===== config.mk =====
export PLATFORM = sky130hd
export DESIGN_NAME = rrci_top
export DESIGN_NICKNAME = d
export VERILOG_FILES = /design/src/logic/rrci_pkg.sv /design/src/logic/rrci_sync.sv /design/src/logic/rrci_ctx.sv /design/src/logic/rrci_top.sv
export VERILOG_INCLUDE_DIRS = /design/src /design/src/logic
export SDC_FILE = /design/constraint.sdc
export NUM_CORES = 1
export LEC_CHECK = 0
export ABC_AREA = 1
export BUFFER_PORTS_ARGS = -buffer_cell sky130_fd_sc_hd__buf_4
export CAP_MARGIN = 40
export CORE_ASPECT_RATIO = 1.4
export CORE_MARGIN = 1.5
export CORE_UTILIZATION = 55
export CTS_CLUSTER_DIAMETER = 60
export DETAILED_ROUTE_END_ITERATION = 16
export GPL_ROUTABILITY_DRIVEN = 0
export PLACE_DENSITY = 0.81
export SLEW_MARGIN = 20
export SYNTH_ARGS = -nofsm -noshare
export SYNTH_HDL_FRONTEND = slang
export SYNTH_HIERARCHICAL = 1
export SYNTH_SLANG_ARGS = --single-unit

===== constraint.sdc =====
create_clock -name CLK -period 3.9 [get_ports CLK]
set_clock_uncertainty 0.1 [all_clocks]
set_input_delay 0.585 -clock CLK [delete_from_list [all_inputs] [get_ports CLK]]
set_output_delay 0.585 -clock CLK [all_outputs]
set_load 0.03 [all_outputs]

===== src/logic/rrci_cfg.svh =====
// Constants for the round-robin core issue scheduler
`ifndef RRCI_CFG_SVH
`define RRCI_CFG_SVH
`define RRCI_NUM_CTX    5
`define RRCI_CTX_W      3
`define RRCI_PIPE_DEPTH 4
`define RRCI_HIST_LEN   3
`define RRCI_SLOT_W     2
`define RRCI_SRC_CHAN   2'h0
`define RRCI_SRC_TIMER  2'h1
`define RRCI_SRC_PORT   2'h2
`define RRCI_SRC_NONE   2'h3
`define RRCI_TIME_W     32
`define RRCI_CTX_ZERO   3'h0
`define RRCI_CTX_ONE    3'h1
`endif


===== src/logic/rrci_pkg.sv =====
// Types for the round-robin core issue scheduler
`include "rrci_cfg.svh"
package rrci_pkg;
	typedef logic [`RRCI_CTX_W-1:0]  rrci_ctx_t;
	typedef logic [`RRCI_NUM_CTX-1:0] rrci_mask_t;
	typedef logic [`RRCI_SLOT_W-1:0] rrci_src_t;
	typedef logic [`RRCI_TIME_W-1:0] rrci_time_t;
	// Pause request from a running context
	typedef struct packed {
		logic      valid;
		rrci_ctx_t ctx;
		rrci_src_t src;
		rrci_time_t deadline;
	} rrci_wait_s;
	// Issue slot as seen by the pipeline
	typedef struct packed {
		logic      valid;
		rrci_ctx_t ctx;
	} rrci_issue_s;
	typedef enum logic [1:0] {
		RRCI_IDLE,
		RRCI_RUN,
		RRCI_WAIT
	} rrci_state_e;
endpackage


===== src/logic/rrci_sync.sv =====
// Two-stage synchroniser for event pins
`timescale 1ns/10ps
module rrci_sync #(
	parameter int W = 1
) (
	input  wire logic         clk,
	input  wire logic         rst,
	input  wire logic [W-1:0] din,
	output logic      [W-1:0] dout
);
	logic [W-1:0] meta_q;
	logic [W-1:0] meta_d;
	logic [W-1:0] out_d;

	// Next values; first stage feeds only the second
	always_comb begin
		meta_d = din;
		out_d  = meta_q;
	end

	// Registers cleared on reset
	always_ff @(posedge clk) begin
		if (rst) begin
			meta_q <= '0;
			dout   <= '0;
		end else begin
			meta_q <= meta_d;
			dout   <= out_d;
		end
	end
endmodule


===== src/logic/rrci_ctx.sv =====
// Per-context wait and wake state
`timescale 1ns/10ps
`include "rrci_cfg.svh"
module rrci_ctx
	import rrci_pkg::*;
(
	input  wire logic        clk,
	input  wire logic        rst,
	input  wire logic        start,
	input  wire logic        done,
	input  wire logic        wait_req,
	input  wire rrci_src_t   wait_src,
	input  wire rrci_time_t  deadline,
	input  wire rrci_time_t  now,
	input  wire logic        chan_evt,
	input  wire logic        port_evt,
	output logic             active,
	output logic             waiting,
	output logic             woke
);
	rrci_state_e state_q, state_d;
	rrci_src_t   src_q, src_d;
	rrci_time_t  dl_q, dl_d;
	logic        pend_q, pend_d;
	logic        hit;
	logic        woke_d;

	// Wake condition for the awaited source
	always_comb begin
		hit = 1'b0;
		case (src_q)
			`RRCI_SRC_CHAN:  hit = chan_evt;
			`RRCI_SRC_TIMER: hit = ($signed(now - dl_q) >= 0);
			`RRCI_SRC_PORT:  hit = port_evt;
			default:         hit = 1'b0;
		endcase
	end

	// Context state machine
	always_comb begin
		state_d = state_q;
		src_d   = src_q;
		dl_d    = dl_q;
		woke_d  = 1'b0;
		// Remember channel or port events in any state; one flag, so repeats merge
		pend_d  = pend_q | chan_evt | port_evt;
		case (state_q)
			RRCI_IDLE: begin
				if (start) begin
					state_d = RRCI_RUN;
				end
			end
			RRCI_RUN: begin
				if (done) begin
					state_d = RRCI_IDLE;
				end else if (wait_req) begin
					state_d = RRCI_WAIT;
					src_d   = wait_src;
					dl_d    = deadline;
				end
			end
			RRCI_WAIT: begin
				if (hit || (pend_q && src_q != `RRCI_SRC_TIMER)) begin
					state_d = RRCI_RUN;
					woke_d  = 1'b1;
					// Consume one event; any other arriving now stays pending
					if (src_q != `RRCI_SRC_TIMER) begin
						if (pend_q) begin
							pend_d = chan_evt | port_evt;
						end else if (src_q == `RRCI_SRC_CHAN) begin
							pend_d = port_evt;
						end else begin
							pend_d = chan_evt;
						end
					end
				end
			end
			default: state_d = RRCI_IDLE;
		endcase
	end

	// State registers
	always_ff @(posedge clk) begin
		if (rst) begin
			state_q <= RRCI_IDLE;
			src_q   <= `RRCI_SRC_NONE;
			dl_q    <= '0;
			pend_q  <= 1'b0;
			woke    <= 1'b0;
		end else begin
			state_q <= state_d;
			src_q   <= src_d;
			dl_q    <= dl_d;
			pend_q  <= pend_d;
			woke    <= woke_d;
		end
	end

	assign active  = (state_q == RRCI_RUN);
	assign waiting = (state_q == RRCI_WAIT);
endmodule


===== src/logic/rrci_top.sv =====
// Round-robin issue scheduler for one tile
//
// Behaviour
// - Five thread contexts share one four-stage pipeline.
// - Next issue comes from active contexts in strict round-robin order.
// - With four or fewer active, each context gets one slot in four.
// - With n above four active, each gets at least one of n slots.
// - With more than four active, slots of stalled contexts go to other ready contexts; with four or fewer, only to one not issued in the last three cycles.
// - Contexts start on hardware events and run to completion.
// - A context may suspend itself and leaves the rotation.
// - Channel and port events share one pending flag per context; repeats merge and either kind ends a channel or port wait.
// - Pin events go straight to the scheduler without polling.
// - Wait until a time elapses or channel data arrives.
`timescale 1ns/10ps
`include "rrci_cfg.svh"
module rrci_top
	import rrci_pkg::*;
#(
	parameter int NCTX = `RRCI_NUM_CTX
) (
	input  wire logic                CLK,
	input  wire logic                RST,
	input  wire rrci_mask_t          START,
	input  wire rrci_mask_t          DONE,
	input  wire rrci_wait_s          WAIT_REQ,
	input  wire rrci_mask_t          CHAN_EVT,
	input  wire rrci_mask_t          PIN_EVT,
	input  wire rrci_mask_t          STALL,
	output rrci_issue_s              ISSUE,
	output rrci_mask_t               ACTIVE,
	output rrci_mask_t               WAITING,
	output rrci_mask_t               WOKE,
	output rrci_time_t               NOW
);
	import rrci_pkg::*;

	rrci_mask_t  pin_s;
	rrci_mask_t  act;
	rrci_mask_t  wt;
	rrci_mask_t  wk;
	rrci_mask_t  ready;
	rrci_time_t  now_q, now_d;
	rrci_ctx_t   last_q, last_d;
	rrci_mask_t  hist_q [`RRCI_HIST_LEN];
	rrci_mask_t  hist_d [`RRCI_HIST_LEN];
	rrci_mask_t  issued;
	rrci_mask_t  recent;
	rrci_mask_t  fresh;
	logic        fresh_ok;
	rrci_ctx_t   fresh_pick;
	rrci_issue_s issue_d;
	logic [`RRCI_CTX_W:0] act_cnt;
	logic        pick_ok;
	rrci_ctx_t   pick;
	rrci_ctx_t   cand;

	rrci_sync #(
		.W(NCTX)
	) u_pin_sync (
		.clk  (CLK),
		.rst  (RST),
		.din  (PIN_EVT),
		.dout (pin_s)
	);

	genvar gi;
	generate
		for (gi = 0; gi < NCTX; gi++) begin : g_ctx
			rrci_ctx u_ctx (
				.clk      (CLK),
				.rst      (RST),
				.start    (START[gi]),
				.done     (DONE[gi]),
				.wait_req (WAIT_REQ.valid && WAIT_REQ.ctx == gi),
				.wait_src (WAIT_REQ.src),
				.deadline (WAIT_REQ.deadline),
				.now      (now_q),
				.chan_evt (CHAN_EVT[gi]),
				.port_evt (pin_s[gi]),
				.active   (act[gi]),
				.waiting  (wt[gi]),
				.woke     (wk[gi])
			);
		end
	endgenerate

	assign ready = act & ~STALL;

	// Count of running contexts
	always_comb begin
		act_cnt = '0;
		for (int i = 0; i < NCTX; i++) begin
			act_cnt = act_cnt + {{`RRCI_CTX_W{1'b0}}, act[i]};
		end
	end

	// Contexts that issued in any of the previous three cycles
	always_comb begin
		recent = '0;
		for (int h = 0; h < `RRCI_HIST_LEN; h++) begin
			recent = recent | hist_q[h];
		end
	end

	// Spacing keeps one instruction per context in the pipeline
	assign fresh = ready & ~recent;

	always_comb begin
		pick_ok    = 1'b0;
		pick       = last_q;
		fresh_ok   = 1'b0;
		fresh_pick = last_q;
		cand       = last_q;
		for (int k = 1; k <= NCTX; k++) begin
			cand = (cand == rrci_ctx_t'(NCTX - 1)) ? `RRCI_CTX_ZERO : cand + `RRCI_CTX_ONE;
			if (!pick_ok && ready[cand]) begin
				pick_ok = 1'b1;
				pick    = cand;
			end
			if (!fresh_ok && fresh[cand]) begin
				fresh_ok   = 1'b1;
				fresh_pick = cand;
			end
		end
	end

	// Issue decision and time base
	always_comb begin
		now_d   = now_q + 1'b1;
		last_d  = last_q;
		issue_d = '0;
		if (act_cnt <= `RRCI_PIPE_DEPTH) begin
			// Fewer than four leave bubbles; a share never depends on the others
			if (fresh_ok) begin
				issue_d.valid = 1'b1;
				issue_d.ctx   = fresh_pick;
				last_d        = fresh_pick;
			end
		end else if (pick_ok) begin
			issue_d.valid = 1'b1;
			issue_d.ctx   = pick;
			last_d        = pick;
		end
	end

	always_ff @(posedge CLK) begin
		if (RST) begin
			now_q  <= '0;
			last_q <= rrci_ctx_t'(NCTX - 1);
			ISSUE  <= '0;
		end else begin
			now_q  <= now_d;
			last_q <= last_d;
			ISSUE  <= issue_d;
		end
	end

	// Issue history shifts by one each cycle
	always_comb begin
		issued = '0;
		if (issue_d.valid) begin
			issued[issue_d.ctx] = 1'b1;
		end
		hist_d[0] = issued;
		for (int h = 1; h < `RRCI_HIST_LEN; h++) begin
			hist_d[h] = hist_q[h-1];
		end
	end

	// History cleared on reset
	always_ff @(posedge CLK) begin
		for (int h = 0; h < `RRCI_HIST_LEN; h++) begin
			if (RST) begin
				hist_q[h] <= '0;
			end else begin
				hist_q[h] <= hist_d[h];
			end
		end
	end

	assign ACTIVE  = act;
	assign WAITING = wt;
	assign WOKE    = wk;
	assign NOW     = now_q;
endmodule


======== Word-level counts from Yosys, hierarchy flattened ========
Memory sizes are Yosys's and may differ from the RTL's.
Index checks and enable logic that the tools add are counted.
storage, ports and cells
  register bits after elaboration ......... 239
  latch bits .............................. 0
  memory bits (writable) .................. 15
  memory bits (read-only) ................. 0
  input port bits ......................... 65
  output and inout port bits .............. 51
  memories kept ........................... 1
memories
  name    words  bits a word  read ports  clocked after Yosys merged registers in  write ports  RTL line        source
  hist_q  3      5            3           0                                        3            rrci_top.sv:44  rrci_mask_t hist_q [`RRCI_HIST_LEN];
operators by class
  add/sub/neg operators ................... 15
  $mul .................................... 0
  div/mod/pow operators ................... 0
  $lt $le $gt $ge ......................... 13
  eq/ne operators ......................... 50
  shift operators ......................... 0
  muxes and demuxes ....................... 120
  bitwise logic cells ..................... 34
  reductions and logical operators ........ 60
operators with widths
  kind                   number
  $ge 32x1->1 const B    5
  $sub 32x32->32         5
  $mux 1                 54
  $mux 3                 18
  $mux 2                 20
  $add 32x1->32 const B  1
  $bmux 1 s3             10
  $pmux 2 s3             5
  $reduce_and 3->1       10
  $lt 3x4->1 const B     6
  $ne 2x2->1 const B     11
  $eq 2x1->1 const B     10
  $eq 2x2->1 const B     10
  $logic_not 2->1        10
  $mux 5                 4
  $logic_and 1x1->1      19
  $eq 3x3->1 const B     6
  $or 1x1->1             18
  $add 3x1->3 const B    5
  $ne 3x2->1 const B     5
  $pmux 1 s3             5
  $mux 4                 3
  $and 5x5->5            2
  $ne 2x1->1 const B     5
  18 further kinds       45

======== Depth between registers and ports, before layout ========
  word-level depth ........................ 27
  depth in mapped cells ................... 29

======== By module ========
Netlist, hierarchy kept.
by module, submodules not included
  module                         instances  cells an instance  area an instance (um2)
  rrci_ctx (g_ctx[0].u_ctx ...)  4          306                2219.6
  rrci_top                       1          598                3916.3
  rrci_ctx (g_ctx[4].u_ctx)      1          307                2230.9
  rrci_sync                      1          31                 286.5

======== Least setup slack after synthesis ========
OpenSTA, ideal clock, no wires.
  kind .................................... register to register
  from .................................... reg last_q[0]
  to ...................................... mem hist_q[0][1] (netlist name)
  library setup time ...................... 0.114 ns
  arrival ................................. 3.274 ns
  required time ........................... 3.686 ns
  setup slack ............................. 0.412 ns
  cell stages (with the launch flop) ...... 28
  cells stage by stage .................... dfxtp_1 > inv_2 > ha_1 > nand2_1 > nand2_1 > buf_6 > ha_1 > nand3_2 > nand2_4 > buf_2 > ha_1 > nor2_1 > nand2_4 > nand2_4 > nand2_2 > and2_4 > nand2_4 > nand2_4 > nand3_4 > nand3_1 > nand2_2 > nand2_1 > nand2_1 > nand3_1 > nand2_1 > nand2_1 > nand2_1 > nor2_1
RTL lines
  item                    RTL line         source
  from (decl)             rrci_top.sv:43   rrci_ctx_t last_q, last_d;
  from (signal assigned)  rrci_top.sv:149  last_q <= rrci_ctx_t'(NCTX - 1);
  from (signal assigned)  rrci_top.sv:153  last_q <= last_d;
  to (decl)               rrci_top.sv:44

==> results.rst <==
.. list-table::
   :header-rows: 1

   * - Metric
     - Value
   * - Routed via count
     - between 10000 and 15000
   * - Initial standard-cell utilization of the core
     - 0.5573
   * - Cts-stage hold buffer count
     - 0
   * - Area overhead of the layout relative to synthesis
     - 13.92%
   * - Number of cell rows
     - 72
   * - Fill count
     - roughly 2400
   * - # DRC
     - 0
   * - End-of-flow core utilization
     - 0.6348
   * - Total Negative Setup Slacks
     - 0 ns
   * - Worst Slack Setup Final
     - approximately 0.32 ns
   * - Final Hold Violating Endpoints
     - 0
   * - Total core area
     - roughly 27000 sq um
   * - Worst VDD drop
     - ~0.40 mV
   * - Post-synthesis sequential element count
     - 254
   * - Minimum clock period
     - 3.583 ns
   * - Maximum number of pins on one net before global-route repair
     - 65
   * - Post-synthesis cell count
     - roughly 2200
   * - Data required time of the critical path
     - ~4.2 ns
   * - Reg2Reg Launch Point
     - last_q[1]
   * - Max Fanout on Critical Path
     - 17
   * - Run status
     - finished clean
   * - DIE AREA
     - roughly 29000 sq um
   * - Headroom to the max-slew limit
     - 0.5136
   * - Top library cells by usage in the layout, fill and taps aside
     - 410 x sky130_fd_sc_hd__nand2_1, 357 x sky130_fd_sc_hd__inv_1, 252 x sky130_fd_sc_hd__dfxtp_1, 229 x sky130_fd_sc_hd__a21oi_1, 187 x sky130_fd_sc_hd__o21ai_0
   * - Hold crit path type
     - primary input to register
   * - Max-slew violation count
     - 0
   * - Capture endpoint of the worst hold path
     - u_pin_sync/meta_q[1]
   * - Critical Path Start Type
     - register
   * - Max Root-Sink Buffers
     - 3
   * - Wire length reported by the detailed router
     - about 41000 um
   * - Commonest non-fill, non-tap cell in the layout
     - sky130_fd_sc_hd__nand2_1
   * - Hpwl dp
     - between 30000 and 40000 um
   * - Final net count
     - about 2500
   * - First-pass GRT wire length
     - 65940 um
   * - Post-route fraction of the period consumed by the critical path
     - 0.9187
   * - Worst reg2reg path endpoint
     - hist_q[0][1]
   * - Final-report setup violation count
     - 0
   * - Initial drt markers
     - between 700 and 800
   * - Crit Path Class
     - register to register
   * - Count of antenna-violating nets left after detailed routing
     - 0
   * - Register-to-register path setup slack
     - 0.32 ns
   * - Lkg Pwr
     - about 8.1 nW
   * - Power per unit of standard cell area
     - ~540 nW/um^2
   * - Overflow left after global routing
     - 0
   * - Critical path arrival
     - a little under 4 ns
   * - Leading area contributor after synthesis
     - sky130_fd_sc_hd__dfxtp_1
   * - Capturing element type of the critical path
     - register
   * - Unrepaired setup endpoints after global routing
     - no
   * - Post-CTS resize count
     - 0
   * - Number of distinct library cells after synthesis
     - between 40 and 50
   * - Main area contributors after synthesis
     - sky130_fd_sc_hd__dfxtp_1 33%, sky130_fd_sc_hd__ha_1 13%, sky130_fd_sc_hd__nand2_1 10%, sky130_fd_sc_hd__inv_1 8.8%, sky130_fd_sc_hd__a21oi_1 7.5%
   * - CTS buffer count
     - 27
   * - I/O pin count
     - between 100 and 150
   * - Post-synthesis instance area
     - around 15000 sq um
   * - Via count of the first global-routing pass
     - roughly 14000
   * - Share of cells above drive strength 1
     - 0.1353
   * - TritonCTS sink count
     - about 250
   * - Hold Path Cell Cnt
     - 3
   * - CTS root buf
     - sky130_fd_sc_hd__clkbuf_16
   * - Hold Startpoint
     - PIN_EVT[1]
   * - Quantity of I/O buffers inserted on ports
     - roughly 120
   * - Total routing usage reported by global routing
     - 0.2835
   * - Post-Syn Nets
     - approximately 2400
   * - Logic depth of the worst register-to-register path
     - 24
   * - Number of maximum-capacitance violations
     - 0
   * - YS warnings
     - 6
   * - Clock tree from TritonCTS
     - yes
   * - Routed wire per std cell
     - around 15 um
   * - Worst slack, placed
     - roughly 0.24 ns
   * - Share of the yosys chip area belonging to registers
     - 0.3321
   * - Number of post-CTS setup repair buffers
     - 0
   * - Overall die width
     - approximately 140 um
   * - Mean Syn Cell Area
     - 7.089 sq um
   * - Initial antenna violation count
     - 3
   * - Achievable Freq
     - about 280 MHz
   * - Via-to-Cell Ratio
     - between 5 and 6
   * - Transition at the pin with the smallest max-transition slack
     - between 0.7 and 0.8 ns
   * - Clock-pin slew on the worst setup and hold paths
     - approximately 0.060 ns
   * - H-tree Lvls
     - 1
   * - Number of iterations in the first detailed-routing pass
     - 7
   * - Top-area cell type share of the netlist area
     - 0.3321
   * - Worst-Skew Late Latency
     - roughly 0.54 ns
   * - Height of the chip
     - between 200 and 250 um
logic make-up after synthesis:
kind of cell / after synthesis / share of synthesized area
AO/OA/AOI/OAI: 466 / 0.1614
XOR/XNOR: 9 / 0.005148
adder cells (fa/ha/maj): 167 / 0.1374
buffers and inverters: 431 / 0.1094
flip-flops: 254 / 0.3321
AND/OR/NAND/NOR: 833 / 0.2545
routing by layer:
layer | routed length (um) | global-route usage | vias up
met5 | 26 | 0 | -
met4 | 2405 | 0.1633 | 4
met3 | 2139 | 0.03865 | 152
met2 | 20920 | 0.5173 | 417
met1 | 15350 | 0.3063 | 6615
li1 | - | - | 7189
worst max path at each step:
stage,from,endpoint,slack [ns]
2_1_floorplan,last_q[0],hist_q[0][1],0.41
3_3_place_gp,last_q[0],hist_q[0][1],0.39
3_5_place_dp,last_q[1],hist_q[0][0],0.24
4_1_cts,last_q[0],hist_q[0][1],0.22
5_1_grt,last_q[0],hist_q[0][1],0.05
6_report,last_q[1],hist_q[0][1],0.32
cell usage after synthesis, drive strengths merged:
master  number
inv        375
clkbuf      45
o21ai      189
a21boi       5
nand3      140
a21oi      240
o31ai        1
nor2       180
o221a        1
fa           2
nand2      447
nor3        32
buf         10
o22ai        1
or2          1
o211ai      10
o21a         3
clkinv       1
xor2         8
dfxtp      254
and2         1
nand3b       3
xnor2        1
nor4         9
a211oi       5
a31oi        1
a21o        10
nand4       17
ha         165
nor3b        3
stage by stage:
step                      instance area (sq um)  std cells  hold WS, ns  total power, mW
final                                     17440       2655       0.1635            9.382
after global routing                      17440       2655       0.1617            9.941
after CTS                                 17430       2654       0.1602            9.300
after detailed placement                  16530       2606       0.2995            6.673
after global placement                    16480       2604       0.2955            6.555
after floorplan                           15310       2160       0.2883            5.935
final cells by class:
cell class	count	area (sq um)	area share
antenna	1	2.502	0.0001435
clock buffer	39	790.8	0.04533
clock inverter	9	105.1	0.006025
inverter	376	1411	0.08091
multi-input combinational	1475	8559	0.4907
sequential	254	5087	0.2917
tap	370	462.9	0.02654
timing repair buffer	131	1023	0.05868
power breakdown:
part	leakage, nW	switching [mW]	total [mW]	internal (mW)
Combinational	5.63	2.75	4.01	1.26
Clock	0.442	1.09	2.63	1.54
Sequential	2.06	0.0538	2.74	2.69
sequential cells by signal, indices dropped and copies added (netlist names):
| name | count |
|---|---|
| g_ctx.u_ctx/pend_q | 5 |
| hist_q | 15 |
| last_q | 3 |
| g_ctx.u_ctx/dl_q | 160 |
| g_ctx.u_ctx/woke | 5 |
| g_ctx.u_ctx/src_q | 10 |
| ISSUE | 4 |
| u_pin_sync/dout | 5 |
| NOW | 32 |
| u_pin_sync/meta_q | 5 |
| g_ctx.u_ctx/state_q | 10 |
critical path: stages, from the launching register on:
cell and delay [ns]:
sky130_fd_sc_hd__dfxtp_2 0.37, sky130_fd_sc_hd__inv_1 0.09, sky130_fd_sc_hd__ha_1 0.36, sky130_fd_sc_hd__inv_2 0.09, sky130_fd_sc_hd__ha_1 0.21, sky130_fd_sc_hd__nand3_2 0.14, sky130_fd_sc_hd__nand2_4 0.15, sky130_fd_sc_hd__ha_1 0.29
sky130_fd_sc_hd__nor2_2 0.17, sky130_fd_sc_hd__nand2_4 0.08, sky130_fd_sc_hd__nand3_1 0.14, sky130_fd_sc_hd__and2_4 0.19, sky130_fd_sc_hd__nand2_4 0.08, sky130_fd_sc_hd__nand2_4 0.07, sky130_fd_sc_hd__nand3_4 0.09, sky130_fd_sc_hd__inv_2 0.09
sky130_fd_sc_hd__nand2_2 0.05, sky130_fd_sc_hd__nand2_2 0.13, sky130_fd_sc_hd__nand2_2 0.08, sky130_fd_sc_hd__nand2_1 0.08, sky130_fd_sc_hd__nand3_1 0.10, sky130_fd_sc_hd__nand2_1 0.09, sky130_fd_sc_hd__nand2_1 0.09, sky130_fd_sc_hd__nand2_1 0.10
sky130_fd_sc_hd__nor2_1 0.05
Power figures use the tool's default switching activity.
